<file path="src/include/usic_map.vh">
// Purpose: Register map and constants of the serial status/control block
// Assumes: 16-bit register words on a plain strobe port
// Notes: Included by the transceiver status/control logic
`ifndef USIC_MAP_VH
`define USIC_MAP_VH

// ----------------------------------------
// Register addresses
// ----------------------------------------
`define USIC_ADDR_W 3
`define USIC_ADDR_STA 3'h0
`define USIC_ADDR_TXDATA 3'h1
`define USIC_ADDR_RXDATA 3'h2
`define USIC_ADDR_IRQ_STAT 3'h3
`define USIC_ADDR_IRQ_MASK 3'h4

// ----------------------------------------
// Status/control field positions
// ----------------------------------------
`define USIC_TXISEL1 15
`define USIC_TXINV 14
`define USIC_TXISEL0 13
`define USIC_TXBRK 11
`define USIC_TXEN 10
`define USIC_TXBF 9
`define USIC_TX_IDLE_FLAG 8
`define USIC_RXISEL_HI 7
`define USIC_RXISEL_LO 6
`define USIC_INFRARED_ENCODE_ENABLE 5
`define USIC_STA_WMASK 16'hECE0
`define USIC_STA_RESET 16'h0000

// ----------------------------------------
// Interrupt status bits
// ----------------------------------------
`define USIC_IRQ_TX 0
`define USIC_IRQ_RX 1
`define USIC_IRQ_W 2

// ----------------------------------------
// Sizes and timing
// ----------------------------------------
`define USIC_TXBUF_DEPTH 4
`define USIC_RXBUF_DEPTH 4
`define USIC_BREAK_ZEROS 12
`define USIC_BIT_CYCLES 16'h0010
`define USIC_SYNC_STAGES 2

`endif

</file>
<file path="src/verilog/usic_bit_timer.v">
// Purpose: Bit period tick generator for the transmit shifter
// Assumes: One clock domain
// Notes: Restarts while held clear
`timescale 1ns/1ns
`default_nettype none
`include "usic_map.vh"

module usic_bit_timer (
   // Clock and reset
   input wire clk_sys,
   input wire rst,
   // Control
   input wire run,
   input wire [15:0] period,
   // Tick
   output reg tick
);

   reg [15:0] count_reg;

   always @(posedge clk_sys or posedge rst) begin
      if (rst) begin
         count_reg <= 16'h0000;
         tick <= 1'b0;
      end else if (!run) begin
         // Preload so the first period after start is as long as the rest
         count_reg <= 16'h0001;
         tick <= 1'b0;
      end else if (count_reg == period - 16'h0001) begin
         count_reg <= 16'h0000;
         tick <= 1'b1;
      end else begin
         count_reg <= count_reg + 16'h0001;
         tick <= 1'b0;
      end
   end

endmodule // usic_bit_timer
`default_nettype wire

</file>
<file path="src/verilog/usic_status_control.v">
// Purpose: Status/control register and transmit/receive framing of a serial transceiver
// Assumes: Plain strobe register port; receive line from a pin
// Notes: 8N1 framing, fixed bit period, four-deep buffers each way
//
// Overview of operation
// - Select 10: irq when buffer empties into shifter
// - Select 01: irq after last character shifted out
// - Select 00: irq on every character load into shifter
// - Plain mode: invert bit set gives idle low
// - Infrared mode: invert bit set gives idle high
// - Break request sends start, twelve zeros, stop
// - Hardware clears break request when break completes
// - Transmit enable hands pin to the transceiver
// - Clearing enable aborts transfer and resets buffer
// - Buffer full flag reports no free slot
// - Idle flag: shifter and buffer both empty
// - Receive select 11: irq at four characters
// - Receive select 10: irq at three characters
// - Receive select 0x: irq on every character
// - Bit 12 always reads zero
//
// Chosen here: the register addresses and the strobed register port.
`timescale 1ns/1ns
`default_nettype none
`include "usic_map.vh"

module usic_status_control (
   // Clock and reset
   input wire clk_sys,
   input wire rst,
   // Register port
   input wire [`USIC_ADDR_W-1:0] reg_addr,
   input wire [15:0] reg_wdata,
   input wire reg_wr,
   input wire reg_rd,
   output reg [15:0] reg_rdata,
   // Serial pins
   input wire serial_rx_pin,
   output reg serial_tx_pin,
   output wire tx_pin_owned,
   // Interrupt
   output wire irq
);

   // ----------------------------------------
   // Register state
   // ----------------------------------------
   reg [1:0] tx_irq_select_reg;
   reg tx_polarity_invert_reg;
   reg tx_break_request_reg;
   reg tx_enable_bit_reg;
   reg [1:0] rx_irq_select_reg;
   reg infrared_encode_enable_reg;
   reg [`USIC_IRQ_W-1:0] irq_stat_reg;
   reg [`USIC_IRQ_W-1:0] irq_mask_reg;

   // Transmit buffer
   reg [7:0] txbuf_mem [0:`USIC_TXBUF_DEPTH-1];
   reg [1:0] txbuf_wp_reg;
   reg [1:0] txbuf_rp_reg;
   reg [2:0] txbuf_cnt_reg;

   // Receive buffer
   reg [7:0] rxbuf_mem [0:`USIC_RXBUF_DEPTH-1];
   reg [1:0] rxbuf_wp_reg;
   reg [1:0] rxbuf_rp_reg;
   reg [2:0] rxbuf_cnt_reg;

   // Transmit shifter
   localparam TX_IDLE = 2'd0;
   localparam TX_SHIFT = 2'd1;
   reg [1:0] tx_state_reg;
   reg [13:0] tx_shift_reg;
   reg [3:0] tx_bits_reg;
   reg tx_is_break_reg;
   reg tx_line_reg;

   // Receive shifter
   localparam RX_IDLE = 2'd0;
   localparam RX_START = 2'd1;
   localparam RX_DATA = 2'd2;
   localparam RX_STOP = 2'd3;
   reg [1:0] rx_state_reg;
   reg [7:0] rx_shift_reg;
   reg [3:0] rx_bits_reg;
   reg [15:0] rx_cnt_reg;
   reg rx_sync1_reg;
   reg rx_sync2_reg;

   wire tx_tick;
   wire tx_full;
   wire tx_empty;
   wire tx_load;
   wire tx_done;
   wire tx_buf_wr;
   wire rx_push;
   wire rx_pop;
   wire [2:0] rx_cnt_after;
   reg tx_irq_event;
   reg rx_irq_event;
   wire [15:0] sta_value;

   // Field decode used by several paths
   function is_wr;
      input [`USIC_ADDR_W-1:0] a;
      input [`USIC_ADDR_W-1:0] target;
      input w;
      begin
         is_wr = w && (a == target);
      end
   endfunction

   // ----------------------------------------
   // Bit timer
   // ----------------------------------------
   usic_bit_timer u_tx_timer (
      .clk_sys(clk_sys),
      .rst(rst),
      .run(tx_state_reg == TX_SHIFT),
      .period(`USIC_BIT_CYCLES),
      .tick(tx_tick)
   );

   // ----------------------------------------
   // Buffer flags
   // ----------------------------------------
   assign tx_full = (txbuf_cnt_reg == 3'd4);
   assign tx_empty = (txbuf_cnt_reg == 3'd0);
   assign tx_buf_wr = is_wr(reg_addr, `USIC_ADDR_TXDATA, reg_wr) && !tx_full && tx_enable_bit_reg;
   assign tx_load = tx_enable_bit_reg && (tx_state_reg == TX_IDLE) &&
      (tx_break_request_reg || !tx_empty);
   assign tx_done = (tx_state_reg == TX_SHIFT) && tx_tick && (tx_bits_reg == 4'd0);
   assign rx_pop = reg_rd && (reg_addr == `USIC_ADDR_RXDATA) && (rxbuf_cnt_reg != 3'd0);

   // ----------------------------------------
   // Status/control register
   // ----------------------------------------
   assign sta_value = {tx_irq_select_reg[1], tx_polarity_invert_reg, tx_irq_select_reg[0],
      1'b0,
      tx_break_request_reg, tx_enable_bit_reg, tx_full,
      tx_empty && (tx_state_reg == TX_IDLE),
      rx_irq_select_reg, infrared_encode_enable_reg, 5'b00000};

   always @(posedge clk_sys or posedge rst) begin
      if (rst) begin
         tx_irq_select_reg <= 2'b00;
         tx_polarity_invert_reg <= 1'b0;
         tx_break_request_reg <= 1'b0;
         tx_enable_bit_reg <= 1'b0;
         rx_irq_select_reg <= 2'b00;
         infrared_encode_enable_reg <= 1'b0;
         irq_mask_reg <= 2'b00;
      end else begin
         if (is_wr(reg_addr, `USIC_ADDR_STA, reg_wr)) begin
            tx_irq_select_reg <= {reg_wdata[`USIC_TXISEL1], reg_wdata[`USIC_TXISEL0]};
            tx_polarity_invert_reg <= reg_wdata[`USIC_TXINV];
            tx_enable_bit_reg <= reg_wdata[`USIC_TXEN];
            rx_irq_select_reg <= reg_wdata[`USIC_RXISEL_HI:`USIC_RXISEL_LO];
            infrared_encode_enable_reg <= reg_wdata[`USIC_INFRARED_ENCODE_ENABLE];
         end
         if (is_wr(reg_addr, `USIC_ADDR_STA, reg_wr) && reg_wdata[`USIC_TXBRK])
            tx_break_request_reg <= 1'b1;
         else if (tx_done && tx_is_break_reg)
            tx_break_request_reg <= 1'b0;
         else if (!tx_enable_bit_reg)
            tx_break_request_reg <= 1'b0;
         if (is_wr(reg_addr, `USIC_ADDR_IRQ_MASK, reg_wr))
            irq_mask_reg <= reg_wdata[`USIC_IRQ_W-1:0];
      end
   end

   // ----------------------------------------
   // Transmit buffer
   // ----------------------------------------
   always @(posedge clk_sys or posedge rst) begin
      if (rst) begin
         txbuf_wp_reg <= 2'd0;
         txbuf_rp_reg <= 2'd0;
         txbuf_cnt_reg <= 3'd0;
      end else if (!tx_enable_bit_reg) begin
         txbuf_wp_reg <= 2'd0;
         txbuf_rp_reg <= 2'd0;
         txbuf_cnt_reg <= 3'd0;
      end else begin
         if (tx_buf_wr)
            txbuf_wp_reg <= txbuf_wp_reg + 2'd1;
         if (tx_load && !tx_break_request_reg)
            txbuf_rp_reg <= txbuf_rp_reg + 2'd1;
         if (tx_buf_wr && !(tx_load && !tx_break_request_reg))
            txbuf_cnt_reg <= txbuf_cnt_reg + 3'd1;
         else if (!tx_buf_wr && tx_load && !tx_break_request_reg)
            txbuf_cnt_reg <= txbuf_cnt_reg - 3'd1;
      end
   end

   always @(posedge clk_sys) begin
      if (tx_buf_wr)
         txbuf_mem[txbuf_wp_reg] <= reg_wdata[7:0];
   end

   // ----------------------------------------
   // Transmit shifter
   // ----------------------------------------
   always @(posedge clk_sys or posedge rst) begin
      if (rst) begin
         tx_state_reg <= TX_IDLE;
         tx_shift_reg <= 14'h3FFF;
         tx_bits_reg <= 4'd0;
         tx_is_break_reg <= 1'b0;
      end else if (!tx_enable_bit_reg) begin
         tx_state_reg <= TX_IDLE;
         tx_shift_reg <= 14'h3FFF;
         tx_bits_reg <= 4'd0;
         tx_is_break_reg <= 1'b0;
      end else begin
         case (tx_state_reg)
            TX_IDLE: begin
               if (tx_load && tx_break_request_reg) begin
                  tx_shift_reg <= {1'b1, 13'h0000};
                  tx_bits_reg <= 4'd13;
                  tx_is_break_reg <= 1'b1;
                  tx_state_reg <= TX_SHIFT;
               end else if (tx_load) begin
                  tx_shift_reg <= {5'b11111, txbuf_mem[txbuf_rp_reg], 1'b0};
                  tx_bits_reg <= 4'd9;
                  tx_is_break_reg <= 1'b0;
                  tx_state_reg <= TX_SHIFT;
               end
            end
            TX_SHIFT: begin
               if (tx_tick) begin
                  tx_shift_reg <= {1'b1, tx_shift_reg[13:1]};
                  if (tx_bits_reg == 4'd0)
                     tx_state_reg <= TX_IDLE;
                  else
                     tx_bits_reg <= tx_bits_reg - 4'd1;
               end
            end
            default: tx_state_reg <= TX_IDLE;
         endcase
      end
   end

   // ----------------------------------------
   // Transmit pin encoding
   // ----------------------------------------
   always @* begin
      tx_line_reg = tx_shift_reg[0];
   end

   always @(posedge clk_sys or posedge rst) begin
      if (rst)
         serial_tx_pin <= 1'b1;
      else if (infrared_encode_enable_reg)
         // Pulse only on zero bits; idle level follows invert bit
         serial_tx_pin <= (tx_state_reg == TX_SHIFT && !tx_line_reg) ?
            !tx_polarity_invert_reg : tx_polarity_invert_reg;
      else
         serial_tx_pin <= tx_line_reg ^ tx_polarity_invert_reg;
   end

   assign tx_pin_owned = tx_enable_bit_reg;

   // ----------------------------------------
   // Receive shifter
   // ----------------------------------------
   always @(posedge clk_sys or posedge rst) begin
      if (rst) begin
         rx_sync1_reg <= 1'b1;
         rx_sync2_reg <= 1'b1;
      end else begin
         rx_sync1_reg <= serial_rx_pin;
         rx_sync2_reg <= rx_sync1_reg;
      end
   end

   assign rx_push = (rx_state_reg == RX_STOP) && (rx_cnt_reg == `USIC_BIT_CYCLES - 16'h0001) &&
      rx_sync2_reg && (rxbuf_cnt_reg != 3'd4);

   always @(posedge clk_sys or posedge rst) begin
      if (rst) begin
         rx_state_reg <= RX_IDLE;
         rx_shift_reg <= 8'h00;
         rx_bits_reg <= 4'd0;
         rx_cnt_reg <= 16'h0000;
      end else begin
         case (rx_state_reg)
            RX_IDLE: begin
               rx_cnt_reg <= 16'h0000;
               if (!rx_sync2_reg)
                  rx_state_reg <= RX_START;
            end
            RX_START: begin
               if (rx_cnt_reg == (`USIC_BIT_CYCLES >> 1)) begin
                  rx_cnt_reg <= 16'h0000;
                  rx_bits_reg <= 4'd0;
                  rx_state_reg <= rx_sync2_reg ? RX_IDLE : RX_DATA;
               end else
                  rx_cnt_reg <= rx_cnt_reg + 16'h0001;
            end
            RX_DATA: begin
               if (rx_cnt_reg == `USIC_BIT_CYCLES - 16'h0001) begin
                  rx_cnt_reg <= 16'h0000;
                  rx_shift_reg <= {rx_sync2_reg, rx_shift_reg[7:1]};
                  if (rx_bits_reg == 4'd7)
                     rx_state_reg <= RX_STOP;
                  else
                     rx_bits_reg <= rx_bits_reg + 4'd1;
               end else
                  rx_cnt_reg <= rx_cnt_reg + 16'h0001;
            end
            RX_STOP: begin
               if (rx_cnt_reg == `USIC_BIT_CYCLES - 16'h0001)
                  rx_state_reg <= RX_IDLE;
               else
                  rx_cnt_reg <= rx_cnt_reg + 16'h0001;
            end
            default: rx_state_reg <= RX_IDLE;
         endcase
      end
   end

   // ----------------------------------------
   // Receive buffer
   // ----------------------------------------
   assign rx_cnt_after = rx_pop ? rxbuf_cnt_reg : rxbuf_cnt_reg + 3'd1;

   always @(posedge clk_sys or posedge rst) begin
      if (rst) begin
         rxbuf_wp_reg <= 2'd0;
         rxbuf_rp_reg <= 2'd0;
         rxbuf_cnt_reg <= 3'd0;
      end else begin
         if (rx_push)
            rxbuf_wp_reg <= rxbuf_wp_reg + 2'd1;
         if (rx_pop)
            rxbuf_rp_reg <= rxbuf_rp_reg + 2'd1;
         if (rx_push && !rx_pop)
            rxbuf_cnt_reg <= rxbuf_cnt_reg + 3'd1;
         else if (!rx_push && rx_pop)
            rxbuf_cnt_reg <= rxbuf_cnt_reg - 3'd1;
      end
   end

   always @(posedge clk_sys) begin
      if (rx_push)
         rxbuf_mem[rxbuf_wp_reg] <= rx_shift_reg;
   end

   // ----------------------------------------
   // Interrupt events
   // ----------------------------------------
   always @* begin
      case (tx_irq_select_reg)
         2'b10: tx_irq_event = tx_load && !tx_break_request_reg &&
            (txbuf_cnt_reg == 3'd1) && !tx_buf_wr;
         2'b01: tx_irq_event = tx_done && tx_empty && !tx_buf_wr;
         2'b00: tx_irq_event = tx_load && !tx_break_request_reg;
         default: tx_irq_event = 1'b0;
      endcase
   end

   always @* begin
      if (rx_irq_select_reg == 2'b11)
         rx_irq_event = rx_push && (rx_cnt_after == 3'd4);
      else if (rx_irq_select_reg == 2'b10)
         rx_irq_event = rx_push && (rx_cnt_after == 3'd3);
      else
         rx_irq_event = rx_push;
   end

   always @(posedge clk_sys or posedge rst) begin
      if (rst)
         irq_stat_reg <= 2'b00;
      else if (is_wr(reg_addr, `USIC_ADDR_IRQ_STAT, reg_wr))
         irq_stat_reg <= (irq_stat_reg & ~reg_wdata[`USIC_IRQ_W-1:0]) |
            {rx_irq_event, tx_irq_event};
      else
         irq_stat_reg <= irq_stat_reg | {rx_irq_event, tx_irq_event};
   end

   assign irq = |(irq_stat_reg & irq_mask_reg);

   // ----------------------------------------
   // Read port
   // ----------------------------------------
   always @(posedge clk_sys or posedge rst) begin
      if (rst)
         reg_rdata <= 16'h0000;
      else if (reg_rd) begin
         if (reg_addr == `USIC_ADDR_STA)
            reg_rdata <= sta_value;
         else if (reg_addr == `USIC_ADDR_RXDATA)
            reg_rdata <= {8'h00, rxbuf_mem[rxbuf_rp_reg] & {8{rxbuf_cnt_reg != 3'd0}}};
         else if (reg_addr == `USIC_ADDR_IRQ_STAT)
            reg_rdata <= {14'h0000, irq_stat_reg};
         else if (reg_addr == `USIC_ADDR_IRQ_MASK)
            reg_rdata <= {14'h0000, irq_mask_reg};
         else
            reg_rdata <= 16'h0000;
      end else
         reg_rdata <= 16'h0000;
   end

endmodule // usic_status_control
`default_nettype wire

</file>
<file path="config.mk">
export PLATFORM = sky130hd
export DESIGN_NAME = usic_status_control
export DESIGN_NICKNAME = d
export VERILOG_FILES = /design/src/verilog/usic_bit_timer.v /design/src/verilog/usic_status_control.v
export VERILOG_INCLUDE_DIRS = /design/src /design/src/include
export SDC_FILE = /design/constraint.sdc
export NUM_CORES = 1
export LEC_CHECK = 0
export BUFFER_PORTS_ARGS = -buffer_cell sky130_fd_sc_hd__buf_2
export CORE_MARGIN = 2
export CORE_UTILIZATION = 50
export DETAILED_ROUTE_END_ITERATION = 7
export GPL_TIMING_DRIVEN = 1
export PLACE_DENSITY_LB_ADDON = 0.3
export SETUP_SLACK_MARGIN = 0.2
export SLEW_MARGIN = 25
export SYNTH_ARGS = -nofsm -noshare
export SYNTH_HDL_FRONTEND = slang
export SYNTH_SLANG_ARGS = --single-unit
</file>
<file path="constraint.sdc">
create_clock -name clk_sys -period 4.84 [get_ports clk_sys]
set_input_delay 0.968 -clock clk_sys [delete_from_list [all_inputs] [get_ports clk_sys]]
set_output_delay 0.968 -clock clk_sys [all_outputs]
set_load 0.1 [all_outputs]
</file>
# After elaboration in Yosys (flattened, before gate mapping)
# Memory sizes are Yosys's and may differ from the RTL's.
# Index checks and enable logic that the tools add are counted.
[totals]
mem_bits_rw = 64
input_bits = 24
memories = 2
out_inout_bits = 19
register_bits = 113
[op_classes]
reduce_logical = 59
n_addsub = 12
bitwise = 7
n_eq_ne = 39
mux = 68
[mem_list]
columns = ["memory", "words", "word_bits", "rd", "rd_ports_with_merged_regs", "write_ports", "line", "source"]
rows = [
  ["rxbuf_mem", 4, 8, 1, 0, 1, "usic_status_control.v:64", "reg [7:0] rxbuf_mem [0:`USIC_RXBUF_DEPTH-1];"],
  ["txbuf_mem", 4, 8, 1, 0, 1, "usic_status_control.v:58", "reg [7:0] txbuf_mem [0:`USIC_TXBUF_DEPTH-1];"],
]
[ops]
columns = ["op", "n"]
rows = [
  ["$mux W16", 7],
  ["$pmux W16 S4", 1],
  ["$mux W14", 4],
  ["$eq A16 B4 Y1 const B", 3],
  ["$mux W2", 18],
  ["$add A16 B1 Y16 const B", 2],
  ["$logic_and A1 B1 Y1", 32],
  ["$mux W4", 8],
  ["$pmux W14 S2", 1],
  ["$mux W3", 6],
  ["$mux W1", 17],
  ["$pmux W4 S2", 2],
  ["$ne A2 B2 Y1 const B", 6],
  ["$ne A3 B1 Y1 const B", 4],
  ["$ne A3 B3 Y1 const B", 4],
  ["$eq A2 B2 Y1 const B", 5],
  ["$eq A3 B2 Y1 const B", 3],
  ["$eq A3 B3 Y1 const B", 3],
  ["$logic_not A1 Y1", 9],
  ["$add A2 B1 Y2 const B", 4],
  ["$and A8 B8 Y8", 1],
  ["$mux W8", 1],
  ["$ne A2 B1 Y1 const B", 4],
  ["$pmux W2 S4", 1],
  ["25 further kinds", 39],
]

# Longest topological paths before layout
# Gate-level depths: netlist of the first run.
[depth]
ltp_word = 10
ltp_mapped = 10

# Cells and area by module
# From an unflattened synthesis of the first run, not the netlist that was laid out.
[hier_totals]
cells_unflattened = 703
hier_area_um2 = 8436.8
[modules_own_cells]
columns = ["mod", "n_inst", "area_each_um2", "seq_area_each_um2", "cells_each"]
rows = [
  ["usic_status_control", 1, 7109.3, 4269.1, 551],
  ["usic_bit_timer", 1, 1327.5, 425.4, 152],
]

# Worst setup path after synthesis of the first run
# OpenSTA, ideal clock, no wires.
[synth_path]
path_type = "input to register"
start = "in reg_addr[0]"
end = "mem txbuf_mem[0][0], enable pin"
path_stages = 5
arrival_ns = 2.334
slack_ns = 2.175
n_path_buf = 2
required_ns = 4.508
path_cell_list = "clkbuf_1 -> nand2_1 -> a2111oi_0 -> buf_2 -> and3_1"
[synth_via]
elab_chain_cells = 6
[synth_lines]
columns = ["element", "line", "source"]
rows = [
  ["start: declaration", "usic_status_control.v:32", "input wire [`USIC_ADDR_W-1:0] reg_addr,"],
  ["$eq A3 B1 Y1", "usic_status_control.v:109", "is_wr = w && (a == target);"],
  ["$logic_and A1 B1 Y1", "usic_status_control.v:109", ""],
  ["$logic_and A1 B1 Y1 (2 in series)", "usic_status_control.v:129", "assign tx_buf_wr = is_wr(reg_addr, `USIC_ADDR_TXDATA, reg_wr) && !tx_full && tx_enable_bit_reg;"],
  ["$mux W1", "usic_status_control.v:197", "if (tx_buf_wr)"],
  ["$mux W1 (not written as such)", "usic_status_control.v:198", "txbuf_mem[txbuf_wp_reg] <= reg_wdata[7:0];"],
  ["end: declaration", "usic_status_control.v:58", ""],
]
# Every way passes these cells.

# Worst setup path in the final report of the first run
[layout_path]
start = "reg rx_cnt_reg[0]"
end = "reg rxbuf_cnt_reg[2]"
[layout_via]
elab_chain_cells = 7
word_cells_on_any_way = 9
cone_classes = "1 x eq/ne; 1 x mux; 7 x reduce/logical"
[layout_lines]
columns = ["element", "line", "source"]
rows = [
  ["start: declaration", "usic_status_control.v:86", "reg [15:0] rx_cnt_reg;"],
  ["start signal: assignment", "usic_status_control.v:299", "rx_cnt_reg <= rx_cnt_reg + 16'h0001;"],
  ["start signal: assignment", "usic_status_control.v:310", "rx_cnt_reg <= rx_cnt_reg + 16'h0001;"],
  ["start signal: assignment", "usic_status_control.v:316", "rx_cnt_reg <= rx_cnt_reg + 16'h0001;"],
  ["$eq A16 B4 Y1 (*)", "usic_status_control.v:277", "assign rx_push = (rx_state_reg == RX_STOP) && (rx_cnt_reg == `USIC_BIT_CYCLES - 16'h0001) &&"],
  ["$logic_and A1 B1 Y1 (*) (3 in series)", "usic_status_control.v:277", ""],
  ["net rx_push", "usic_status_control.v:96", "wire rx_push;"],
  ["$logic_not A1 Y1", "usic_status_control.v:340", "else if (!rx_push && rx_pop)"],
  ["$logic_and A1 B1 Y1", "usic_status_control.v:340", ""],
  ["$reduce_bool A2 Y1 (no source line)", "--", ""],
  ["end signal: assignment", "usic_status_control.v:339", "rxbuf_cnt_reg <= rxbuf_cnt_reg + 3'd1;"],
  ["end signal: assignment", "usic_status_control.v:341", "rxbuf_cnt_reg <= rxbuf_cnt_reg - 3'd1;"],
  ["end: declaration", "usic_status_control.v:67", "reg [2:0] rxbuf_cnt_reg;"],
]
# Mark *: on every way through the listed nets, which the timed path passes. The rest lies on a longest branch.
# A chain may end at the register's enable or synchronous reset.

==> impl_metrics.py, run 1 <==
metrics = {
    "yosys": {
        "netlist_area_mm2": 0.00778,
        "ys_seq_elements": 174,
        "avgSynthCellArea_um2": 12.7,
        "ys.flop_type": "dfrtp_1",
        "synth_top_area_share_pct": 30.2,
        "synthCells": 613,
        "synth_edf_count": 64,
        "ys_async_sr_fraction_pct": 63.2,
        "ys_warn_count": 0,
        "yosysTopAreaCell": "dfrtp_1",
        "synthTopCellsByArea": "dfrtp_1, edfxtp_1, dfstp_2, mux4_2, ha_1",
        "ys_types": 57,
        "ys_seq_area_share_pct": 60.3,
        "syn-num-nets": 661,
    },
    "placed_design": {
        "placed_cells": 819,
        "pre_cts_ws_ns": 1.91,
        "placed_area_mm2": 0.00815,
        "port_buffers": 38,
        "dp_hpwl_um": 9770,
        "gp_congestion": 0.801,
    },
    "timing": {
        "tightest_slew_ns": 0.975,
        "relSlewSlack_pct": 34.1,
        "drv_slew": 0,
        "hold_viol": 0,
        "fmax_mhz": 348,
        "fin_crit_sh_pct": 59.4,
        "finClkSkew_ns": 0.0141,
        "rsz0062_at_grt": "no",
        "finalSetupViolCount": 0,
        "tns_ns": 0,
        "worst_slack_ns": 1.96,
        "timing.final.crit_period_ns": 2.88,
    },
    "power": {
        "power_frac_seq_pct": 46.6,
        "p_leak_nw": 3.60,
        "pwr-share-clk_pct": 31.9,
        "comb_power_share_pct": 21.5,
        "ir_worst_vdd_uv": 335,
        "power.density_mw_per_mm2": 465,
        "p_int_w": 0.00279,
        "switching_share_pct": 31.3,
        "p_switching_w": 0.00127,
    },
    "floorplan": {
        "core-area_mm2": 0.0152,
        "start_util_pct": 51.2,
        "pin_count": 43,
        "rows": 45,
        "die_h_um": 129,
        "dieArea_mm2": 0.0166,
        "die_w_um": 129,
    },
    "final_layout": {
        "final_area_mm2": 0.00872,
        "antenna_cells": 0,
        "mostFrequentLayoutCell": "dfrtp_1",
        "syn_to_final_growth_pct": 12.0,
        "fin_nets": 698,
        "fillers": 1224,
        "largestRegisters": "rxbuf_mem (32), txbuf_mem (32)",
        "final_cell_mix": "dfrtp_1, edfxtp_1, nor2_1",
        "final_cells": 851,
        "drive_gt1_share_pct": 20.2,
    },
    "clock_network": {
        "clockBufferDepth": 2,
        "clk_root_buffer_cell": "clkbuf_16",
        "cts_resized": 0,
        "cts_tree": "yes",
        "clk_pin_slew_worst_paths_ns": 0.06,
        "h-tree-depth": 4,
        "cts_made_buffers": 17,
        "clkLatencyLatePin_ns": 0.43,
        "numClockSinks": 174,
        "cts_setup_buffers": 0,
        "ctsHoldBuffers": 0,
    },
    "status": {
        "status": "complete, no violations",
    },
    "hold_path": {
        "hold_class": "reg -> reg",
    },
    "global_route": {
        "grtUsageTotal_pct": 19.0,
        "grt_pass1_wl_um": 24400,
        "antenna_found_initial": 0,
        "grt_max_degree": 84,
        "overflow": 0,
        "grt_pass1_vias": 4861,
    },
    "detailed_routing": {
        "wire_per_inst_um": 17.0,
        "drc_errors": 0,
        "drtIter0Drc": 318,
        "vias": 4762,
        "ant_nets": 0,
        "drt_wl_total_um": 14500,
        "dr.pass1.iters": 5,
        "routed_via_density": 5.60,
    },
    "worst_setup_path": {
        "end_kind": "register",
        "crit_fanout": 8,
        "crit_required_ns": 5.14,
        "critical_path_class": "reg -> reg",
        "start_kind": "register",
        "arrival_ns": 3.18,
    },
    "flow_run": {
        "drv_cap": 0,
    },
}
-- per-layer routing --
metal / GRT usage [%] / wire length (um) / up-vias
li1: - / - / 2275
met1: 24.1 / 6320 / 2393
met2: 32.5 / 7530 / 84
met3: 4.78 / 499 / 10
met4: 5.88 / 153 / 0
met5: 0 / 0 / -
-- layout make-up --
| type | count | area (um2) | area share [%] |
|---|---|---|---|
| repair buffers | 43 | 228 | 2.61 |
| clock inverters | 13 | 125 | 1.44 |
| multi-input cells | 387 | 2900 | 33.2 |
| well taps | 188 | 235 | 2.70 |
| inverters | 27 | 106 | 1.22 |
| flip-flops and latches | 174 | 4690 | 53.8 |
| clock buffers | 19 | 433 | 4.97 |
-- metrics by stage --
stage / hold slack [ns] / total power, W / utilization, %
2_1_floorplan: 0.345 / 0.00259 / -
6_report: 0.359 / 0.00406 / 57.3
5_1_grt: 0.365 / 0.00427 / 57.3
3_3_place_gp: 0.348 / 0.00274 / 53.6
4_1_cts: 0.359 / 0.00408 / 57.3
3_5_place_dp: 0.350 / 0.00278 / 53.6
-- power by group through the flow --
stage	Sequential, W	Clock [W]	Combinational, W
after global routing	0.00192	0.00138	0.000970
after CTS	0.00189	0.00132	0.000876
final	0.00189	0.00129	0.000874
after global placement	0.00191	0	0.000838
after floorplan	0.00191	0	0.000679
after detailed placement	0.00191	0	0.000871
-- final timing paths --
| check | to | startpoint | slack, ns | cells after the start |
|---|---|---|---|---|
| worst min-delay path | rx_sync2_reg | rx_sync1_reg | 0.36 | 0 |
| worst min register to register | rx_sync2_reg | rx_sync1_reg | 0.36 | 0 |
| min in group asynchronous | rx_shift_reg[0] | rst | 0.66 | 2 |
| worst max-delay path | rxbuf_cnt_reg[2] | rx_cnt_reg[0] | 1.96 | 9 |
| max in group asynchronous | tx_shift_reg[11] | rst | 3.28 | 3 |
| worst max register to register | rxbuf_cnt_reg[2] | rx_cnt_reg[0] | 1.96 | 9 |
-- cells in the mapped netlist, types with 12 or more instances --
cell      instances
nor2_1           60
inv_1            27
ha_1             24
xnor2_1          19
o21ai_0          30
dfrtp_1          94
and2_1           15
clkbuf_1         18
nand2_1          30
mux4_2           16
a21oi_1          15
edfxtp_1         64
nand3_1          29
dfstp_2          16
mux2_2           15
nor3_1           12
xor2_1           20
-- critical path: stages (launching register included) --
cell and delay, ns:
dfrtp_1 0.43, ha_1 0.23, and3_1 0.25, and4_1 0.40, nand2_4 0.09, a2111oi_4 0.63
ha_1 0.32, mux2i_1 0.20, nor2_1 0.07, xor2_1 0.14
-- cell families after synthesis --
kind of cell | after synthesis | share of synthesized area [%]
AO/OA/AOI/OAI | 82 | 7.06
other | 1 | 0.0482
AND/OR/NAND/NOR | 204 | 14.0
flip-flops | 174 | 60.3
buffers and inverters | 52 | 2.70
XOR/XNOR | 39 | 4.39
multiplexers | 37 | 7.64
adder cells (fa/ha/maj) | 24 | 3.86
No activity file was read; power rests on OpenSTA's default activity.
==> inputs of run 2 (changes only) <==
Settings changed: ABC_AREA set to 1.
Clock period 4.84 ns to 2.6 ns, I/O delays scaled along.
==> run 2 against run 1 <==
Compared with the run above: die area is 3.8% higher; area after synthesis is 3.9% higher; cell area is 4.4% higher; non-clock buffer count up 8; clock power up 88%; register-to-register slack got worse by 1.5 ns; sequential power rose by 90%; routed wire length is 3.8% higher; critical path depth grew 1; utilization increased by 0.18 points; first-iteration DRC count up 43%; critical endpoint unchanged.
==> impl_metrics.py, run 2 <==
metrics = {
    "status": {
        "status": "complete, no violations",
    },
    "clock_network": {
        "clkLatencyLatePin_ns": 0.42,
        "cts_resized": 0,
        "cts_setup_buffers": 0,
        "ctsHoldBuffers": 0,
        "clk_root_buffer_cell": "clkbuf_16",
        "clk_pin_slew_worst_paths_ns": 0.06,
        "cts_made_buffers": 17,
        "h-tree-depth": 4,
        "numClockSinks": 174,
        "clockBufferDepth": 2,
        "cts_tree": "yes",
    },
    "timing": {
        "fmax_mhz": 465,
        "fin_crit_sh_pct": 82.7,
        "finClkSkew_ns": 0.00640,
        "tns_ns": 0,
        "tightest_slew_ns": 0.591,
        "whs_ns": 0.190,
        "rsz0062_at_grt": "no",
        "hold_viol": 0,
        "relSlewSlack_pct": 60.5,
        "timing.final.crit_period_ns": 2.15,
        "finalSetupViolCount": 0,
        "drv_slew": 0,
    },
    "placed_design": {
        "dp_hpwl_um": 10200,
        "port_buffers": 38,
        "gp_congestion": 0.851,
    },
    "detailed_routing": {
        "vias": 5676,
        "routed_via_density": 5.08,
        "wire_per_inst_um": 13.5,
        "drtIter0Drc": 454,
        "dr.pass1.iters": 6,
        "ant_nets": 0,
        "drc_errors": 0,
        "drt_wl_total_um": 15100,
    },
    "worst_setup_path": {
        "worstPathCellList": "ha_1 -> nand3_2 -> nor2_1 -> nand2_2 -> nor2_4 -> nand3_2 -> inv_2 -> ha_1 -> mux2i_1 -> o21ai_0",
        "reg2reg_slack_ns": 0.45,
        "rr_worst_depth": 10,
        "crit_fanout": 11,
        "arrival_ns": 2.46,
        "rr_startpoint": "rx_cnt_reg[0]",
        "critical_path_class": "reg -> reg",
        "cp_slowest_stage_delay_ns": 0.38,
        "critPathSlowestCell": "dfrtp_1",
        "start_kind": "register",
        "regToRegEndpoint": "rxbuf_cnt_reg[2]",
        "crit_required_ns": 2.91,
        "end_kind": "register",
    },
    "global_route": {
        "grt_pass1_wl_um": 25900,
        "grtUsageMet2_pct": 31.1,
        "met3_usage_pct": 4.59,
        "antenna_found_initial": 0,
        "grt_pass1_vias": 5497,
        "grt_busiest_layer": "met2",
        "overflow": 0,
        "grtUsageTotal_pct": 18.7,
        "grtUsageMet1_pct": 24.2,
        "grt_max_degree": 111,
    },
    "yosys": {
        "ys_warn_count": 0,
        "synth_top_area_share_pct": 29.1,
        "ys_seq_elements": 174,
        "avgSynthCellArea_um2": 9.65,
        "ys_types": 47,
        "synth_edf_count": 64,
        "ys.flop_type": "dfrtp_1",
        "syn-num-nets": 886,
        "yosysTopAreaCell": "dfrtp_1",
        "ys_async_sr_fraction_pct": 63.2,
        "netlist_area_mm2": 0.00809,
        "yosys-top-cells-count": "nand2_1, nor2_1, dfrtp_1, inv_1, o21ai_0",
        "yosysMostFrequentCell": "nand2_1",
        "ys_seq_area_share_pct": 58.0,
        "synthCells": 838,
        "synthTopCellsByArea": "dfrtp_1, edfxtp_1, nand2_1, nor2_1, dfstp_2",
    },
    "final_layout": {
        "largestRegisters": "rxbuf_mem (32), txbuf_mem (32)",
        "fin_nets": 937,
        "final_cell_mix": "nand2_1, nor2_1, dfrtp_1",
        "drive_gt1_share_pct": 15.7,
        "fillers": 1345,
        "antenna_cells": 0,
        "mostFrequentLayoutCell": "nand2_1",
        "syn_to_final_growth_pct": 12.6,
    },
    "floorplan": {
        "pin_count": 43,
        "die_w_um": 131,
        "rows": 46,
        "core-area_mm2": 0.0158,
        "dieArea_mm2": 0.0172,
        "die_h_um": 131,
        "start_util_pct": 51.1,
    },
    "hold_path": {
        "min_to": "rx_sync1_reg",
        "min-delay-start": "serial_rx_pin",
        "worstHoldPathCells": 1,
        "hold_class": "in -> reg",
    },
    "power": {
        "ir_worst_vdd_uv": 563,
        "p_leak_nw": 4.09,
        "power_w": 0.00858,
        "power.density_mw_per_mm2": 942,
    },
    "flow_run": {
        "drv_cap": 0,
    },
}
-- run 2: cell count changes in the layout (fill, tap and decap cells not counted), sizes merged, moves of 26 or more --
| cell | change |
|---|---|
| nand2 | +122 |
| nor2 | +72 |
| inv | +65 |
| o21ai | +55 |
| a21oi | +26 |
-- run 2: kinds of logic after synthesis --
group	count (synthesis)	share of synthesized area [%]
other	1	0.0464
adders and majority gates	24	3.71
AOI/OAI and AO/OA	149	9.98
and+or+nand+nor	354	19.9
muxes	1	0.124
buffers and inverters	114	5.91
DFF	174	58.0
xor gates and xnor gates	21	2.27
-- run 2: metal layers --
layer	up-vias	part of all wire [%]	routed length [um]
li1	2876	-	-
met1	2687	46	6880
met2	92	49	7350
met3	21	4.0	598
met4	0	1.5	233
met5	-	0	0
-- run 2: worst max path at each step --
stage	startpoint	end	slack (ns)	cells after the start
2_1_floorplan	tx_pin_owned	txbuf_mem[0][0]	0.27	4
3_3_place_gp	rx_cnt_reg[0]	rxbuf_cnt_reg[2]	0.53	10
3_5_place_dp	rx_cnt_reg[0]	rxbuf_cnt_reg[2]	0.49	10
4_1_cts	rx_cnt_reg[0]	rxbuf_cnt_reg[2]	0.45	10
5_1_grt	rx_cnt_reg[0]	rxbuf_cnt_reg[2]	0.25	10
6_report	rx_cnt_reg[0]	rxbuf_cnt_reg[2]	0.45	10
-- run 2: per-stage QoR --
step	utilization (%)	instances	instance area, um2	setup slack [ns]
2_1_floorplan	-	838	8090	0.267
3_3_place_gp	54.0	1086	8550	0.527
3_5_place_dp	54.0	1086	8550	0.489
4_1_cts	57.5	1118	9110	0.445
5_1_grt	57.5	1118	9110	0.249
6_report	57.5	1118	9110	0.449
-- run 2: final cells by class --
| type | count | area, um2 | area share, % |
|---|---|---|---|
| clock buffer | 20 | 437 | 4.80 |
| clock inverter | 12 | 123 | 1.35 |
| inverter | 95 | 367 | 4.03 |
| multi-input combinational | 550 | 2920 | 32.0 |
| sequential | 174 | 4690 | 51.6 |
| tap | 216 | 270 | 2.97 |
| timing repair buffer | 51 | 300 | 3.30 |
-- run 2: worst max-delay path, delay by kind of cell, from the launching register on --
kind / cells / cell delay, ns
fa+ha+maj: 2 / 0.46
compound gates: 1 / 0.08
simple gates: 5 / 0.80
flops: 1 / 0.38
mux: 1 / 0.19
buf+inv: 1 / 0.12
-- run 2: power breakdown --
part | switching, W | total, W | internal, W
Clock | 0.00101 | 0.00242 | 0.00140
Sequential | 0.000320 | 0.00360 | 0.00328
Combinational | 0.00173 | 0.00256 | 0.000830
